--- config.mk ---
export PLATFORM = sky130hd
export DESIGN_NAME = two_wire_slave_rx_tx
export DESIGN_NICKNAME = d
export VERILOG_FILES = /design/src/core/two_wire_slave_rx_tx.v
export VERILOG_INCLUDE_DIRS = /design/src /design/src/include
export SDC_FILE = /design/constraint.sdc
export NUM_CORES = 1
export LEC_CHECK = 0
export BUFFER_PORTS_ARGS = -buffer_cell sky130_fd_sc_hd__buf_2
export CORE_AREA = 2 2 113 115
export CTS_BUF_LIST = sky130_fd_sc_hd__clkbuf_16
export CTS_CLUSTER_SIZE = 40
export DETAILED_ROUTE_END_ITERATION = 7
export DIE_AREA = 0 0 115 117
export PLACE_DENSITY = 0.75
export SLEW_MARGIN = 10
export SYNTH_ARGS = -nofsm -noshare
export SYNTH_HDL_FRONTEND = slang
export SYNTH_SLANG_ARGS = --single-unit
--- constraint.sdc ---
create_clock -name clk_sys -period 2 [get_ports clk_sys]
set_input_delay 0.2 -clock clk_sys [delete_from_list [all_inputs] [get_ports clk_sys]]
set_output_delay 0.2 -clock clk_sys [all_outputs]
set_load 0.02 [all_outputs]
--- src/include/two_wire_slave_map.vh ---
// Register map, field positions, status codes and timing of the two-wire slave
`ifndef TWO_WIRE_SLAVE_MAP_VH
`define TWO_WIRE_SLAVE_MAP_VH
`define TW_OFS_OWN 8'h00
`define TW_OFS_CTRL 8'h04
`define TW_OFS_STAT 8'h08
`define TW_OFS_DATA 8'h0c
`define TW_OWN_RST 8'h00
`define TW_DATA_RST 8'hff
`define TW_B_DONE 7
`define TW_B_ACK 6
`define TW_B_STA 5
`define TW_B_STO 4
`define TW_B_WC 3
`define TW_B_EN 2
`define TW_B_IE 0
`define TW_ST_NONE 8'hf8
`define TW_ST_START 8'h08
`define TW_ST_SLAW 8'h60
`define TW_ST_GCA 8'h70
`define TW_ST_RXA 8'h80
`define TW_ST_RXN 8'h88
`define TW_ST_GRXA 8'h90
`define TW_ST_GRXN 8'h98
`define TW_ST_STOP 8'ha0
`define TW_ST_SLAR 8'ha8
`define TW_ST_ARBR 8'hb0
`define TW_ST_TXA 8'hb8
`define TW_ST_TXN 8'hc0
`define TW_ST_LASTA 8'hc8
`define TW_CLK_MHZ 100
`define TW_START_HOLD_NS 4000
`define TW_START_CYC ((`TW_START_HOLD_NS * `TW_CLK_MHZ + 999) / 1000)
`define TW_SCL_SETTLE 8
`endif

--- src/core/two_wire_slave_rx_tx.v ---
// Two-wire slave receiver/transmitter with AXI4-Lite register access
//
// Local design decisions: the AXI4-Lite interface to the registers and the address map.
`timescale 1ns/1ps
`default_nettype none
`include "two_wire_slave_map.vh"
module two_wire_slave_rx_tx (
  // Clock and reset
  input wire clk_sys,
  input wire rst,
  // AXI4-Lite write address
  input wire [7:0] awaddr,
  input wire awvalid,
  output wire awready,
  // AXI4-Lite write data
  input wire [31:0] wdata,
  input wire [3:0] wstrb,
  input wire wvalid,
  output wire wready,
  // AXI4-Lite write response
  output wire [1:0] bresp,
  output wire bvalid,
  input wire bready,
  // AXI4-Lite read
  input wire [7:0] araddr,
  input wire arvalid,
  output wire arready,
  output wire [31:0] rdata,
  output wire [1:0] rresp,
  output wire rvalid,
  input wire rready,
  // Two-wire bus pins, open drain
  input wire scl_i,
  output wire scl_o,
  output wire scl_oe,
  input wire sda_i,
  output wire sda_o,
  output wire sda_oe,
  // Power
  input wire deep_sleep,
  output wire wake_req
);
  localparam [7:0] S_IDLE = 8'h01;
  localparam [7:0] S_ADDR = 8'h02;
  localparam [7:0] S_AACK = 8'h04;
  localparam [7:0] S_RX = 8'h08;
  localparam [7:0] S_RACK = 8'h10;
  localparam [7:0] S_TX = 8'h20;
  localparam [7:0] S_TACK = 8'h40;
  localparam [7:0] S_IGN = 8'h80;
  localparam [31:0] START_CYC_W = `TW_START_CYC;
  localparam [31:0] GEN_END_W = `TW_START_CYC + `TW_SCL_SETTLE;
  localparam [9:0] START_CYC = START_CYC_W[9:0];
  localparam [9:0] GEN_END = GEN_END_W[9:0];

  function [3:0] reg_sel;
    input [7:0] a;
    begin
      case (a)
        `TW_OFS_OWN: reg_sel = 4'h1;
        `TW_OFS_CTRL: reg_sel = 4'h2;
        `TW_OFS_STAT: reg_sel = 4'h4;
        `TW_OFS_DATA: reg_sel = 4'h8;
        default: reg_sel = 4'h0;
      endcase
    end
  endfunction

  reg awready_ff, aw_have_ff, wready_ff, w_have_ff, w_strb0_ff;
  reg bvalid_ff, arready_ff, rvalid_ff;
  reg [1:0] bresp_ff, rresp_ff;
  reg [7:0] aw_addr_ff;
  reg [31:0] w_data_ff, rdata_ff;
  reg [7:0] own_ff, data_ff, code_ff, sh_ff, tx_ff, st_ff;
  reg ack_en_ff, sta_ff, sto_ff, wc_ff, en_ff, ie_ff, done_ff;
  reg [2:0] scl_sy_ff, sda_sy_ff;
  reg scl_f_ff, sda_f_ff, busy_ff;
  reg [3:0] cnt_ff;
  reg [9:0] gen_cnt_ff;
  reg hold_ff, gc_ff, last_ff, mack_ff, rack_ff, post_ff, rx_load_ff;
  reg mst_ff, gen_scl_ff, sda_oe_ff, scl_oe_ff, wake_ff, low_ff;

  // Synchronised pins: a change counts once stages two and three agree
  wire scl_ok = scl_sy_ff[1] == scl_sy_ff[2];
  wire sda_ok = sda_sy_ff[1] == sda_sy_ff[2];
  wire scl_nx = scl_ok ? scl_sy_ff[2] : scl_f_ff;
  wire sda_nx = sda_ok ? sda_sy_ff[2] : sda_f_ff;
  wire scl_rise = scl_nx & ~scl_f_ff;
  wire scl_fall = ~scl_nx & scl_f_ff;
  wire start_ev = scl_f_ff & scl_nx & sda_f_ff & ~sda_nx;
  wire stop_ev = scl_f_ff & scl_nx & ~sda_f_ff & sda_nx;

  wire do_wr = aw_have_ff & w_have_ff & ~bvalid_ff;
  wire [3:0] wsel = reg_sel(aw_addr_ff);
  wire [3:0] rsel = reg_sel(araddr);
  wire wr_en = do_wr & w_strb0_ff;
  wire wr_own = wr_en & wsel[0];
  wire wr_ctrl = wr_en & wsel[1];
  wire wr_data = wr_en & wsel[3];
  wire clr_ev = wr_ctrl & w_data_ff[`TW_B_DONE] & done_ff;
  wire ack_now = wr_ctrl ? w_data_ff[`TW_B_ACK] : ack_en_ff;
  wire sto_now = wr_ctrl ? w_data_ff[`TW_B_STO] : sto_ff;

  wire own_hit = sh_ff[7:1] == own_ff[7:1];
  wire gc_hit = (sh_ff == 8'h00) & own_ff[0];
  wire addr_ok = ack_en_ff & (own_hit | gc_hit);
  wire [7:0] ctrl_rd = {done_ff, ack_en_ff, sta_ff, sto_ff, wc_ff, en_ff, 1'b0, ie_ff};
  wire [7:0] stat_rd = done_ff ? {code_ff[7:3], 3'b000} : `TW_ST_NONE;

  assign awready = awready_ff;
  assign wready = wready_ff;
  assign bresp = bresp_ff;
  assign bvalid = bvalid_ff;
  assign arready = arready_ff;
  assign rdata = rdata_ff;
  assign rresp = rresp_ff;
  assign rvalid = rvalid_ff;
  assign scl_o = low_ff;
  assign sda_o = low_ff;
  assign scl_oe = scl_oe_ff;
  assign sda_oe = sda_oe_ff;
  assign wake_req = wake_ff;

  // Register bus slave: address and data may arrive in either order
  always @(posedge clk_sys)
  begin
    if (rst)
    begin
      awready_ff <= 1'b1;
      wready_ff <= 1'b1;
      aw_have_ff <= 1'b0;
      w_have_ff <= 1'b0;
      aw_addr_ff <= 8'h00;
      w_data_ff <= 32'h0000_0000;
      w_strb0_ff <= 1'b0;
      bvalid_ff <= 1'b0;
      bresp_ff <= 2'b00;
      arready_ff <= 1'b1;
      rvalid_ff <= 1'b0;
      rdata_ff <= 32'h0000_0000;
      rresp_ff <= 2'b00;
    end
    else
    begin
      if (awvalid & awready_ff)
      begin
        aw_addr_ff <= awaddr;
        aw_have_ff <= 1'b1;
        awready_ff <= 1'b0;
      end
      if (wvalid & wready_ff)
      begin
        w_data_ff <= wdata;
        w_strb0_ff <= wstrb[0];
        w_have_ff <= 1'b1;
        wready_ff <= 1'b0;
      end
      if (do_wr)
      begin
        bvalid_ff <= 1'b1;
        bresp_ff <= (wsel == 4'h0) ? 2'b10 : 2'b00;
        aw_have_ff <= 1'b0;
        w_have_ff <= 1'b0;
      end
      if (bvalid_ff & bready)
      begin
        bvalid_ff <= 1'b0;
        awready_ff <= 1'b1;
        wready_ff <= 1'b1;
      end
      if (arvalid & arready_ff)
      begin
        arready_ff <= 1'b0;
        rvalid_ff <= 1'b1;
        rresp_ff <= (rsel == 4'h0) ? 2'b10 : 2'b00;
        case (rsel)
          4'h1: rdata_ff <= {24'h00_0000, own_ff};
          4'h2: rdata_ff <= {24'h00_0000, ctrl_rd};
          4'h4: rdata_ff <= {24'h00_0000, stat_rd};
          4'h8: rdata_ff <= {24'h00_0000, data_ff};
          default: rdata_ff <= 32'h0000_0000;
        endcase
      end
      if (rvalid_ff & rready)
      begin
        rvalid_ff <= 1'b0;
        arready_ff <= 1'b1;
      end
    end
  end

  // Software registers; hardware set of the done flag beats a clear
  always @(posedge clk_sys)
  begin
    if (rst)
    begin
      own_ff <= `TW_OWN_RST;
      data_ff <= `TW_DATA_RST;
      ack_en_ff <= 1'b0;
      sta_ff <= 1'b0;
      sto_ff <= 1'b0;
      wc_ff <= 1'b0;
      en_ff <= 1'b0;
      ie_ff <= 1'b0;
      done_ff <= 1'b0;
    end
    else
    begin
      if (wr_own)
        own_ff <= w_data_ff[7:0];
      if (wr_ctrl)
      begin
        ack_en_ff <= w_data_ff[`TW_B_ACK];
        sta_ff <= w_data_ff[`TW_B_STA];
        en_ff <= w_data_ff[`TW_B_EN];
        ie_ff <= w_data_ff[`TW_B_IE];
      end
      if (clr_ev & sto_now)
        sto_ff <= 1'b0;
      else if (wr_ctrl)
        sto_ff <= w_data_ff[`TW_B_STO];
      if (post_ff)
        done_ff <= 1'b1;
      else if (clr_ev)
        done_ff <= 1'b0;
      if (wr_data)
        wc_ff <= ~done_ff;
      // Bytes seen while asleep are not kept
      if (rx_load_ff & ~deep_sleep)
        data_ff <= sh_ff;
      else if (wr_data & done_ff)
        data_ff <= w_data_ff[7:0];
    end
  end

  // Bus protocol engine on sampled SCL and SDA
  always @(posedge clk_sys)
  begin
    if (rst)
    begin
      scl_sy_ff <= 3'b111;
      sda_sy_ff <= 3'b111;
      scl_f_ff <= 1'b1;
      sda_f_ff <= 1'b1;
      busy_ff <= 1'b0;
      st_ff <= S_IDLE;
      cnt_ff <= 4'h0;
      sh_ff <= 8'h00;
      tx_ff <= 8'hff;
      code_ff <= `TW_ST_NONE;
      gen_cnt_ff <= 10'h000;
      hold_ff <= 1'b0;
      gc_ff <= 1'b0;
      last_ff <= 1'b0;
      mack_ff <= 1'b0;
      rack_ff <= 1'b0;
      post_ff <= 1'b0;
      rx_load_ff <= 1'b0;
      mst_ff <= 1'b0;
      gen_scl_ff <= 1'b0;
      sda_oe_ff <= 1'b0;
      scl_oe_ff <= 1'b0;
      wake_ff <= 1'b0;
      low_ff <= 1'b0;
    end
    else
    begin
      scl_sy_ff <= {scl_sy_ff[1:0], scl_i};
      sda_sy_ff <= {sda_sy_ff[1:0], sda_i};
      scl_f_ff <= scl_nx;
      sda_f_ff <= sda_nx;
      low_ff <= 1'b0;
      post_ff <= 1'b0;
      rx_load_ff <= 1'b0;
      // Pending flag set counts too, else SCL is let go for one cycle
      scl_oe_ff <= ((done_ff | post_ff) & hold_ff) | gen_scl_ff;
      if (~deep_sleep)
        wake_ff <= 1'b0;
      if (start_ev)
        busy_ff <= 1'b1;
      else if (stop_ev)
      begin
        busy_ff <= 1'b0;
        mst_ff <= 1'b0;
      end
      if (~en_ff)
      begin
        st_ff <= S_IDLE;
        sda_oe_ff <= 1'b0;
        gen_cnt_ff <= 10'h000;
        gen_scl_ff <= 1'b0;
        hold_ff <= 1'b0;
      end
      else if ((start_ev | stop_ev) && gen_cnt_ff == 10'h000)
      begin
        if (st_ff == S_RX || st_ff == S_RACK)
        begin
          post_ff <= 1'b1;
          code_ff <= `TW_ST_STOP;
          hold_ff <= 1'b0;
        end
        st_ff <= start_ev ? S_ADDR : S_IDLE;
        cnt_ff <= 4'h0;
        sda_oe_ff <= 1'b0;
      end
      else if (clr_ev & sto_now)
      begin
        // Recovery: drop to unaddressed, release lines, no STOP sent
        st_ff <= S_IDLE;
        sda_oe_ff <= 1'b0;
        hold_ff <= 1'b0;
      end
      else
      begin
        case (st_ff)
          S_IDLE:
          begin
            if (gen_cnt_ff != 10'h000 || (sta_ff & ~busy_ff & ~done_ff))
            begin
              gen_cnt_ff <= gen_cnt_ff + 10'h001;
              sda_oe_ff <= 1'b1;
              if (gen_cnt_ff == START_CYC)
                gen_scl_ff <= 1'b1;
              // SDA let go only after SCL is low, so no STOP is made
              if (gen_cnt_ff == GEN_END)
              begin
                gen_cnt_ff <= 10'h000;
                gen_scl_ff <= 1'b0;
                sda_oe_ff <= 1'b0;
                mst_ff <= 1'b1;
                post_ff <= 1'b1;
                code_ff <= `TW_ST_START;
                hold_ff <= 1'b1;
              end
            end
          end
          S_ADDR:
          begin
            if (scl_rise)
            begin
              sh_ff <= {sh_ff[6:0], sda_nx};
              cnt_ff <= cnt_ff + 4'h1;
            end
            else if (scl_fall && cnt_ff == 4'h8)
            begin
              // In deep sleep a match also raises the wake request
              if (addr_ok)
              begin
                sda_oe_ff <= 1'b1;
                st_ff <= S_AACK;
                gc_ff <= gc_hit & ~own_hit;
                if (deep_sleep)
                  wake_ff <= 1'b1;
              end
              else
                st_ff <= S_IGN;
            end
          end
          S_AACK:
          begin
            if (scl_fall)
            begin
              sda_oe_ff <= 1'b0;
              cnt_ff <= 4'h0;
              post_ff <= 1'b1;
              hold_ff <= 1'b1;
              if (sh_ff[0])
              begin
                st_ff <= S_TX;
                code_ff <= mst_ff ? `TW_ST_ARBR : `TW_ST_SLAR;
              end
              else
              begin
                st_ff <= S_RX;
                code_ff <= gc_ff ? `TW_ST_GCA : `TW_ST_SLAW;
              end
            end
          end
          S_RX:
          begin
            if (scl_rise)
            begin
              sh_ff <= {sh_ff[6:0], sda_nx};
              cnt_ff <= cnt_ff + 4'h1;
            end
            else if (scl_fall && cnt_ff == 4'h8)
            begin
              rack_ff <= ack_en_ff;
              sda_oe_ff <= ack_en_ff;
              st_ff <= S_RACK;
            end
          end
          S_RACK:
          begin
            if (scl_fall)
            begin
              sda_oe_ff <= 1'b0;
              cnt_ff <= 4'h0;
              post_ff <= 1'b1;
              rx_load_ff <= 1'b1;
              hold_ff <= rack_ff;
              if (rack_ff)
              begin
                st_ff <= S_RX;
                code_ff <= gc_ff ? `TW_ST_GRXA : `TW_ST_RXA;
              end
              else
              begin
                st_ff <= S_IGN;
                code_ff <= gc_ff ? `TW_ST_GRXN : `TW_ST_RXN;
              end
            end
          end
          S_TX:
          begin
            if (clr_ev && cnt_ff == 4'h0)
            begin
              tx_ff <= data_ff;
              sda_oe_ff <= ~data_ff[7];
              last_ff <= ~ack_now;
            end
            if (scl_rise)
              cnt_ff <= cnt_ff + 4'h1;
            else if (scl_fall && cnt_ff == 4'h8)
            begin
              sda_oe_ff <= 1'b0;
              st_ff <= S_TACK;
            end
            else if (scl_fall && cnt_ff != 4'h0)
            begin
              tx_ff <= {tx_ff[6:0], 1'b1};
              sda_oe_ff <= ~tx_ff[6];
            end
          end
          S_TACK:
          begin
            if (scl_rise)
              mack_ff <= ~sda_nx;
            else if (scl_fall)
            begin
              cnt_ff <= 4'h0;
              post_ff <= 1'b1;
              if (mack_ff & ~last_ff)
              begin
                code_ff <= `TW_ST_TXA;
                hold_ff <= 1'b1;
                st_ff <= S_TX;
              end
              else
              begin
                code_ff <= mack_ff ? `TW_ST_LASTA : `TW_ST_TXN;
                hold_ff <= 1'b0;
                st_ff <= S_IGN;
              end
            end
          end
          S_IGN:
            sda_oe_ff <= 1'b0;
          default:
            st_ff <= S_IDLE;
        endcase
      end
    end
  end
endmodule // two_wire_slave_rx_tx
`default_nettype wire

==> impl_metrics.env, run 1 <==
export IMPL_worst_slew_pin_tran_ns=0.561
export IMPL_finalWorstPathRequiredPeriod_ns=2.12
export IMPL_critPathLaunchType="flop"
export IMPL_ff2ff_setup_slack_ns=-0.12
export IMPL_synthMostInstantiatedCell="dfxtp_1"
export IMPL_ys_warnings_count=0
export IMPL_hold_slack_ns=0.00771
export IMPL_overall_die_height_um=117
export IMPL_rsz0062_at_grt="true"
export IMPL_synth_enable_flop_cells=0
export IMPL_dominantRegCellSynth="dfxtp_1"
export IMPL_whs_path_depth=3
export IMPL_initialDrtViolationCount=499
export IMPL_multi_input_area_um2=3740
export IMPL_ioPinCount=108
export IMPL_syn2layout_area_growth_pct=36.2
export IMPL_fin_tns_setup_ns=-1.80
export IMPL_post_route_ant_nets=0
export IMPL_run_status="finished with violations"
export IMPL_avg_inst_size_synth_um2=8.21
export IMPL_timing_worst_setup_path_type="flop to flop"
export IMPL_worst_hold_path_type="input port to flop"
export IMPL_final_weighted_congestion_of_routability_driven_global_placement=0.983
export IMPL_clk_latency_ns=0.43
export IMPL_slew_viol_final=0
export IMPL_cp_buffers_inverters=1
export IMPL_synth_area_leader_cell="dfxtp_1"
export IMPL_gr_usage_all_layers_pct=26.0
export IMPL_irDropWorstVdd_mv=0.695
export IMPL_crit_path_max_cell_delay_ns=0.51
export IMPL_nNetsFinal=962
export IMPL_fillers=978
export IMPL_distinct_cells_synth=72
export IMPL_timing_critical_path_cells="or3b_4, and4_4, or4_4, buf_6, o21bai_4, mux2i_1, nor2_1"
export IMPL_worstPathMaxFanout=4
export IMPL_number_of_vias_in_the_routed_layout=6047
export IMPL_skew_ns=0.00960
export IMPL_ys_seq_area_share_pct=39.5
export IMPL_power_share_clock_pct=54.0
export IMPL_pwr_share_comb_pct=5.1
export IMPL_static_leakage_power_nw=3.39
export IMPL_synth_top_cells_by_area="dfxtp_1, mux2i_1, nand2_1"
export IMPL_synth_seq_cells=120
export IMPL_placeableCoreArea_um2=12300
export IMPL_row_count=41
export IMPL_drcViolationCount=0
export IMPL_power_density_nw_per_um2=729
export IMPL_highest_clock_frequency_the_design_can_meet_mhz=471
export IMPL_grt_pass1_wl_um=27000
export IMPL_grt_max_degree=46
export IMPL_tritoncts="built"
export IMPL_crit_cells=7
export IMPL_timing_slew_headroom_pct=62.4
export IMPL_cts_inserted_buffers=17
export IMPL_first_global_vias=5470
export IMPL_postSynthCellCount=740
export IMPL_timing_critical_path_required_ns=2.30
export IMPL_sw_share_pct=23.3
export IMPL_clock_sinks=120
export IMPL_report_final_hold_viol_count=0
export IMPL_path_delay_family="simple AND/OR/NAND/NOR gates"
export IMPL_drt_pre_antenna_iters=8
export IMPL_post_route_worst_setup_slack_ns=-0.124
export IMPL_worst_endpoint_arrival_ns=2.42
export IMPL_violations_in_the_final_reports="setup timing"
export IMPL_worstSetupEndpointType="flop"
export IMPL_cts_clk_slew_worst_paths_ns=0.05
export IMPL_antenna_fix_cells=0
export IMPL_place_hpwl_um=12200
export IMPL_cts_htree_levels=4
export IMPL_via_cell_ratio=5.71
export IMPL_horiz_die_dim_um=115
export IMPL_timing_reg2reg_worst_path_depth=7
export IMPL_maxCapViolCount=0
export IMPL_most_used_standard_cells_in_the_synthesized_netlist="dfxtp_1, nand2_1, nor2_1"
export IMPL_setup_viol=29
export IMPL_asyncSetResetFlopFracSynth_pct=0
export IMPL_min_period_over_period_pct=106
export IMPL_drive_above_1_share_pct=32.8
export IMPL_synthDominantCellAreaShare_pct=39.5
export IMPL_sequential_cell_area_um2=2410
export IMPL_antenna_violations_before_repair=0
export IMPL_globalRouteOverflowTotal=0
export IMPL_port_buffers=52
export IMPL_internal_power_w=0.00463
export IMPL_clock_tree_buffer_depth=2
export IMPL_master_of_the_slowest_instance_on_the_critical_path="or4_4"
export IMPL_p_switching_w=0.00141
export IMPL_die_area_um2=13500
export IMPL_seq_power_share_pct=40.9
export IMPL_cts_root_buf="clkbuf_16"
export IMPL_synth_area_um2=6080
export IMPL_starting_density_pct=49.4
export IMPL_wirelength_um=17600
export IMPL_wl_per_cell_um=16.6
[cells by family (layout without fill, tap and decap cells)]
group | after synthesis | after routing | share of synthesized area [%]
muxes | 45 | 45 | 7.62
and+or+nand+nor | 308 | 308 | 25.4
adders and majority gates | 4 | 4 | 0.824
other | 1 | 28 | 0.0617
buffers and inverters | 79 | 221 | 6.86
xor gates and xnor gates | 20 | 20 | 2.88
AOI/OAI and AO/OA | 163 | 163 | 16.8
DFF | 120 | 120 | 39.5
[per-stage QoR]
step                utilization [%]  total power [W]  setup WS, ns  cell area, um2  std cells
floorplan                         -          0.00274        -0.157            6300        767
global placement               58.0          0.00279        -0.120            7140       1006
detailed placement             58.0          0.00280        -0.186            7140       1006
CTS                            64.8          0.00603        -0.174            7980       1051
global route                   67.2          0.00621        -0.237            8270       1059
finish                         67.2          0.00603        -0.124            8270       1059
[timing repair]
item                                    in CTS  in global routing
pin swaps                                   19                 18
hold buffers                                 5                  0
endpoints found under the hold margin        4                  0
endpoints found under the setup margin      33                 59
gates resized for setup                     29                 57
setup buffers                                8                  8
cloned                                       0                  0
[registers in the layout, summed over array words and instances, names as in the netlist, 3 cells and up]
signal      count
sh_ff           8
data_ff         8
cnt_ff          4
sda_sy_ff       3
st_ff           8
rdata           8
scl_sy_ff       3
code_ff         5
aw_addr_ff      8
gen_cnt_ff     10
own_ff          8
tx_ff           7
w_data_ff       8
[power groups by stage]
stage / Combinational [W] / Clock [W] / Sequential [W]
2_1_floorplan: 0.000222 / 0 / 0.00252
3_3_place_gp: 0.000278 / 0 / 0.00251
3_5_place_dp: 0.000282 / 0 / 0.00251
4_1_cts: 0.000294 / 0.00327 / 0.00246
5_1_grt: 0.000338 / 0.00340 / 0.00247
6_report: 0.000305 / 0.00326 / 0.00247
[worst register-to-register path: stages, from the launching register on]
cell	delay, ns
dfxtp_2	0.32
or3b_4	0.40
and4_4	0.17
or4_4	0.51
buf_6	0.14
o21bai_4	0.18
mux2i_1	0.22
nor2_1	0.05
[final cells by class]
cell class	instances	share of cell area, %
multi-input combinational	568	45.3
inverter	15	0.680
tap	150	2.27
clock buffer	17	5.14
clock inverter	15	2.39
sequential	120	29.2
timing repair buffer	174	15.1
[routing by layer]
metal | up-vias | share of wire [%] | global-route usage [%] | wire (um)
met5 | - | 0 | 0 | 0
met4 | 0 | 3.1 | 10.7 | 546
met3 | 49 | 6.3 | 5.25 | 1120
met2 | 227 | 48 | 43.0 | 8500
met1 | 2881 | 42 | 33.6 | 7430
li1 | 2890 | - | - | -
[worst paths after layout]
check                     from            to
hold reg to reg   scl_sy_ff[0]  scl_sy_ff[1]
hold / removal        wdata[6]  w_data_ff[6]
setup / recovery  scl_sy_ff[2]      st_ff[3]
setup reg to reg  scl_sy_ff[2]      st_ff[3]
[placed cells by master (no fill, tap or decap), types with 5 or more instances in the layout]
| master | count |
|---|---|
| dfxtp_1 | 110 |
| buf_4 | 106 |
| nand2_1 | 91 |
| nor2_1 | 79 |
| buf_2 | 52 |
| a21oi_1 | 45 |
| mux2i_1 | 34 |
| o21ai_0 | 29 |
| conb_1 | 28 |
| nand3_1 | 22 |
| xnor2_1 | 19 |
| clkbuf_16 | 17 |
| nor3_1 | 16 |
| inv_1 | 15 |
| o21ai_1 | 13 |
| dfxtp_2 | 10 |
| mux2_2 | 9 |
| nor2b_1 | 9 |
| a22oi_1 | 9 |
| buf_6 | 9 |
| nand4_1 | 7 |
| or2_2 | 7 |
| a21oi_2 | 6 |
| and4_1 | 6 |
| o22ai_2 | 6 |
| and3_1 | 6 |
| nor4_2 | 5 |
| or3_1 | 5 |
| nor4_1 | 5 |
| nor3_2 | 5 |
| a31oi_1 | 5 |
| o221ai_1 | 5 |
| dlygate4sd3_1 | 5 |
Note: power is estimated with default switching activity, not from simulation.
==> inputs of run 2 (changes only) <==
- ABC_AREA: not set -> 1
- CORE_AREA: 2 2 113 115 -> 2 2 115 117
- DIE_AREA: 0 0 115 117 -> 0 0 117 119
==> impl_metrics.env, run 2 <==
export IMPL_hold_slack_ns=0.0148
export IMPL_asyncSetResetFlopFracSynth_pct=0
export IMPL_synthMostInstantiatedCell="nand2_1"
export IMPL_master_of_the_slowest_instance_on_the_critical_path="dfxtp_1"
export IMPL_report_final_hold_viol_count=0
export IMPL_via_cell_ratio=5.09
export IMPL_seq_power_share_pct=44.3
export IMPL_dominantRegCellSynth="dfxtp_1"
export IMPL_grt_pass1_wl_um=26300
export IMPL_finalWorstPathRequiredPeriod_ns=1.90
export IMPL_starting_density_pct=49.4
export IMPL_postSynthCellCount=942
export IMPL_grt_max_degree=27
export IMPL_worstSetupEndpointType="flop"
export IMPL_synth_area_leader_cell="dfxtp_1"
export IMPL_nNetsFinal=1097
export IMPL_ys_warnings_count=0
export IMPL_synth_enable_flop_cells=0
export IMPL_die_area_um2=13900
export IMPL_overall_die_height_um=119
export IMPL_cts_clk_slew_worst_paths_ns=0.05
export IMPL_synthDominantCellAreaShare_pct=37.8
export IMPL_synth_top_cells_by_area="dfxtp_1, nand2_1, nor2_1"
export IMPL_drive_above_1_share_pct=17.6
export IMPL_place_hpwl_um=11700
export IMPL_clk_latency_ns=0.42
export IMPL_number_of_vias_in_the_routed_layout=6203
export IMPL_crit_path_max_cell_delay_ns=0.31
export IMPL_syn2layout_area_growth_pct=18.6
export IMPL_ys_seq_area_share_pct=37.8
export IMPL_final_weighted_congestion_of_routability_driven_global_placement=0.945
export IMPL_clock_sinks=120
export IMPL_wl_per_cell_um=13.0
export IMPL_synth_seq_cells=120
export IMPL_distinct_cells_synth=46
export IMPL_gr_usage_all_layers_pct=23.7
export IMPL_worst_endpoint_arrival_ns=2.20
export IMPL_sw_share_pct=22.9
export IMPL_power_share_clock_pct=50.0
export IMPL_most_used_standard_cells_in_the_synthesized_netlist="nand2_1, dfxtp_1, nor2_1"
export IMPL_max_ffs_per_register=10
export IMPL_timing_critical_path_required_ns=2.30
export IMPL_timing_worst_setup_path_type="flop to flop"
export IMPL_drt_pre_antenna_iters=5
export IMPL_post_route_ant_nets=0
export IMPL_irDropWorstVdd_mv=0.596
export IMPL_cts_htree_levels=4
export IMPL_initialDrtViolationCount=510
export IMPL_cts_root_buf="clkbuf_16"
export IMPL_maxCapViolCount=0
export IMPL_row_count=42
export IMPL_timing_critical_path_cells="inv_1, ha_2, inv_1, nor2_4, nand2_2, nor4_1, nand2_1, nand2_2, nor3_2, buf_4, o211ai_1, nand2_1"
export IMPL_static_leakage_power_nw=3.51
export IMPL_min_period_over_period_pct=94.8
export IMPL_mostFrequentLayoutCell="nand2_1"
export IMPL_critPathLaunchType="flop"
export IMPL_final_cell_mix="nand2_1, dfxtp_1, nor2_1, inv_1, a21oi_1"
export IMPL_globalRouteOverflowTotal=0
export IMPL_placeableCoreArea_um2=12900
export IMPL_p_switching_w=0.00128
export IMPL_horiz_die_dim_um=117
export IMPL_ioPinCount=108
export IMPL_clock_tree_buffer_depth=2
export IMPL_path_delay_family="simple AND/OR/NAND/NOR gates"
export IMPL_highest_clock_frequency_the_design_can_meet_mhz=528
export IMPL_cts_inserted_buffers=17
export IMPL_tritoncts="built"
export IMPL_cp_buffers_inverters=3
export IMPL_wirelength_um=15800
export IMPL_skew_ns=0.00796
export IMPL_pwr_share_comb_pct=5.7
export IMPL_internal_power_w=0.00433
export IMPL_setup_viol=0
export IMPL_worstPathMaxFanout=6
export IMPL_antenna_violations_before_repair=0
export IMPL_regMostFlops="gen_cnt_ff"
export IMPL_worst_hold_path_type="input port to flop"
export IMPL_slew_viol_final=0
export IMPL_drcViolationCount=0
export IMPL_power_density_nw_per_um2=744
export IMPL_antenna_fix_cells=0
export IMPL_avg_inst_size_synth_um2=6.75
export IMPL_run_status="complete, no violations"
export IMPL_first_global_vias=5677
export IMPL_synth_area_um2=6360
export IMPL_fin_tns_setup_ns=0
export IMPL_port_buffers=52
-- run 2: per-layer routing --
metal / GRT usage (%) / vias up / wire, um
met5: 0 / - / 0
met1: 31.1 / 2786 / 7130
met4: 6.54 / 0 / 203
li1: - / 3192 / -
met3: 5.55 / 18 / 1030
met2: 38.9 / 207 / 7460
-- run 2: timing repair --
action | in CTS | in global routing
endpoints found under the setup margin | 0 | 46
resized for setup | 0 | 20
endpoints found under the hold margin | 2 | 0
hold buffers | 2 | 0
setup buffers | 0 | 6
-- run 2: final timing paths --
check	cells past startpoint	to	slack, ns	start
worst max-delay path	12	tx_ff[6]	0.10	gen_cnt_ff[0]
worst min register to register	1	scl_sy_ff[1]	0.40	scl_sy_ff[0]
worst max register to register	12	tx_ff[6]	0.10	gen_cnt_ff[0]
worst min-delay path	3	arready	0.01	rready
-- run 2: area by class of cell --
| cell class | count | area [um2] |
|---|---|---|
| fill | 1216 | 5330 |
| tap | 176 | 220 |
| clock buffer | 17 | 425 |
| sequential | 120 | 2400 |
| multi-input combinational | 687 | 3390 |
| clock inverter | 13 | 118 |
| inverter | 114 | 433 |
| timing repair buffer | 91 | 558 |
-- run 2: power groups by stage --
stage	Combinational (W)	Sequential, W	Clock, W
2_1_floorplan	0.000248	0.00254	0
3_3_place_gp	0.000310	0.00253	0
3_5_place_dp	0.000314	0.00254	0
4_1_cts	0.000319	0.00249	0.00284
5_1_grt	0.000362	0.00249	0.00296
6_report	0.000320	0.00249	0.00281
-- run 2: kinds of logic after synthesis --
| family | count (synthesis) | synth area share, % |
|---|---|---|
| adder cells (fa/ha/maj) | 4 | 0.787 |
| AND/OR/NAND/NOR | 471 | 33.8 |
| flip-flops | 120 | 37.8 |
| XOR/XNOR | 6 | 0.826 |
| AO/OA/AOI/OAI | 177 | 15.1 |
| other | 1 | 0.0589 |
| buffers and inverters | 163 | 11.7 |
-- run 2: stage by stage --
step	instances	instance area [um2]	total power [W]	setup WS (ns)	utilization [%]
6_report	1218	7540	0.00561	0.104	58.6
4_1_cts	1211	7430	0.00565	0.00682	57.7
3_3_place_gp	1179	6860	0.00284	0.0934	53.3
5_1_grt	1218	7540	0.00582	-0.0181	58.6
2_1_floorplan	969	6460	0.00279	0.177	-
3_5_place_dp	1179	6860	0.00285	0.0341	53.3
-- run 2: tightest hold or removal path, stage by stage --
cell	delay, ns
buf_2	0.07
a21oi_1	0.07
nand2_1	0.06
==> inputs of run 3 (changes only) <==
- HOLD_SLACK_MARGIN: not set -> 0.05
==> impl_metrics.env, run 3 (synthesis gave the netlist of run 2 again) <==
export IMPL_fillers=1181
export IMPL_max_ffs_per_register=10
export IMPL_sequential_cell_area_um2=2400
export IMPL_internal_power_w=0.00434
export IMPL_highest_clock_frequency_the_design_can_meet_mhz=530
export IMPL_dp_cells=1179
export IMPL_run_status="complete, no violations"
export IMPL_post_route_worst_setup_slack_ns=0.114
export IMPL_grt_pass1_wl_um=26600
export IMPL_maxCapViolCount=0
export IMPL_globalRouteOverflowTotal=0
export IMPL_horiz_die_dim_um=117
export IMPL_timing_reg2reg_worst_path_depth=12
export IMPL_clock_tree_buffer_depth=2
export IMPL_row_count=42
export IMPL_nNetsFinal=1108
export IMPL_cp_buffers_inverters=3
export IMPL_worstPathMaxFanout=6
export IMPL_timing_worst_setup_path_type="flop to flop"
export IMPL_sw_share_pct=23.0
export IMPL_ioPinCount=108
export IMPL_cts_htree_levels=4
export IMPL_p_switching_w=0.00129
export IMPL_die_area_um2=13900
export IMPL_skew_ns=0.00835
export IMPL_final_weighted_congestion_of_routability_driven_global_placement=0.945
export IMPL_place_ws_ns=0.0341
export IMPL_number_of_vias_in_the_routed_layout=6266
export IMPL_critPathLaunchType="flop"
export IMPL_gr_usage_all_layers_pct=24.0
export IMPL_ff2ff_setup_slack_ns=0.11
export IMPL_power_share_clock_pct=49.9
export IMPL_antenna_fix_cells=0
export IMPL_drcViolationCount=0
export IMPL_first_global_vias=5749
export IMPL_overall_die_height_um=119
export IMPL_pwr_share_comb_pct=6.0
export IMPL_slew_viol_final=0
export IMPL_initialDrtViolationCount=553
export IMPL_tritoncts="built"
export IMPL_timing_rr_start="gen_cnt_ff[0]"
export IMPL_master_of_the_slowest_instance_on_the_critical_path="dfxtp_1"
export IMPL_power_density_nw_per_um2=737
export IMPL_irDropWorstVdd_mv=0.597
export IMPL_crit_path_max_cell_delay_ns=0.31
export IMPL_clk_latency_ns=0.42
export IMPL_final_cells=1229
export IMPL_wl_per_cell_um=13.0
export IMPL_seq_power_share_pct=44.1
export IMPL_antenna_violations_before_repair=0
export IMPL_port_buffers=52
export IMPL_wirelength_um=16000
export IMPL_worst_hold_path_type="input port to flop"
export IMPL_regMostFlops="gen_cnt_ff"
export IMPL_timing_critical_path_cells="inv_1, ha_2, inv_1, nor2_4, nand2_2, nor4_1, nand2_1, nand2_2, nor3_2, buf_4, o211ai_1, nand2_1"
export IMPL_clock_sinks=120
export IMPL_post_route_ant_nets=0
export IMPL_syn2layout_area_growth_pct=20.3
export IMPL_setup_viol=0
export IMPL_drt_pre_antenna_iters=5
export IMPL_cts_root_buf="clkbuf_16"
export IMPL_cts_clk_slew_worst_paths_ns=0.05
export IMPL_worst_r2r_endpoint="tx_ff[6]"
export IMPL_min_period_over_period_pct=94.3
export IMPL_multi_input_area_um2=3390
export IMPL_wl_met1_um=7180
export IMPL_static_leakage_power_nw=3.55
export IMPL_timing_critical_path_required_ns=2.30
export IMPL_via_cell_ratio=5.10
export IMPL_worstSetupEndpointType="flop"
export IMPL_starting_density_pct=49.4
export IMPL_place_hpwl_um=11700
export IMPL_dr_wl_met3_um=941
export IMPL_final_cell_mix="nand2_1, dfxtp_1, nor2_1, inv_1, a21oi_1"
export IMPL_finalWorstPathRequiredPeriod_ns=1.89
export IMPL_met2_routed_wirelength_um=7650
export IMPL_endpoint="tx_ff[6]"
export IMPL_report_final_hold_viol_count=0
export IMPL_mostFrequentLayoutCell="nand2_1"
export IMPL_placeableCoreArea_um2=12900
export IMPL_startpoint="gen_cnt_ff[0]"
export IMPL_worst_endpoint_arrival_ns=2.19
export IMPL_path_delay_family="simple AND/OR/NAND/NOR gates"
export IMPL_cts_inserted_buffers=17
export IMPL_top_signal_layer_used="met4"
export IMPL_crit_cells=12
export IMPL_drive_above_1_share_pct=17.4
export IMPL_grt_max_degree=27
==> run 3: cell types whose count changed in the layout (fill, tap and decap cells not counted), sizes merged <==
cell         change
dlygate4sd3     +11
==> run 3: how the worst min path moves through the flow <==
stage	start	to	slack [ns]	cells past startpoint
final	awaddr[3]	aw_addr_ff[3]	0.06	3
after global routing	deep_sleep	wake_req	0.06	3
after CTS	awaddr[3]	aw_addr_ff[3]	0.05	3
after detailed placement	sda_i	sda_sy_ff[0]	0.39	2
after floorplan	scl_i	scl_sy_ff[0]	0.30	1
after global placement	sda_i	sda_sy_ff[0]	0.39	2
==> run 3: cell type report <==
| type | instances | share of cell area [%] |
|---|---|---|
| Sequential cell | 120 | 31.4 |
| Clock buffer | 17 | 5.56 |
| Timing Repair Buffer | 102 | 8.73 |
| Tap cell | 176 | 2.88 |
| Multi-Input combinational cell | 687 | 44.2 |
| Clock inverter | 13 | 1.54 |
| Inverter | 114 | 5.66 |
==> run 3: stage by stage <==
step	utilization, %	setup TNS [ns]	cell area [um2]	hold slack, ns	power (W)
after floorplan	-	0	6460	0.304	0.00279
after global placement	53.3	0	6860	0.385	0.00284
after detailed placement	53.3	0	6860	0.390	0.00285
after CTS	58.5	0	7540	0.0517	0.00566
after global routing	59.5	-0.0718	7650	0.0611	0.00583
final	59.5	0	7650	0.0568	0.00564
==> run 3: worst register-to-register path, delay by kind of cell (launching register included) <==
family                   cells  cell delay, ns
adder cells (fa/ha/maj)      1            0.19
flip-flops                   1            0.31
buffers and inverters        3            0.30
AND/OR/NAND/NOR              7            0.89
AO/OA/AOI/OAI                1            0.08
==> run 3: what timing repair did <==
action	4_1_cts	5_1_grt
resized for setup	0	20
endpoints found under the setup margin	0	46
hold buffers	13	0
setup buffers	0	6
endpoints found under the hold margin	14	0
==> run 3: routing by layer <==
layer | vias to the layer above | GRT usage, %
met5 | - | 0
met4 | 0 | 6.54
met3 | 19 | 5.55
met2 | 180 | 39.6
met1 | 2847 | 31.3
li1 | 3220 | -
==> run 3: power by group through the flow <==
stage	sequential [W]	clock [W]	combinational [W]
3_3_place_gp	0.00253	0	0.000310
4_1_cts	0.00249	0.00284	0.000335
6_report	0.00249	0.00281	0.000338
3_5_place_dp	0.00254	0	0.000314
5_1_grt	0.00249	0.00296	0.000381
2_1_floorplan	0.00254	0	0.000248
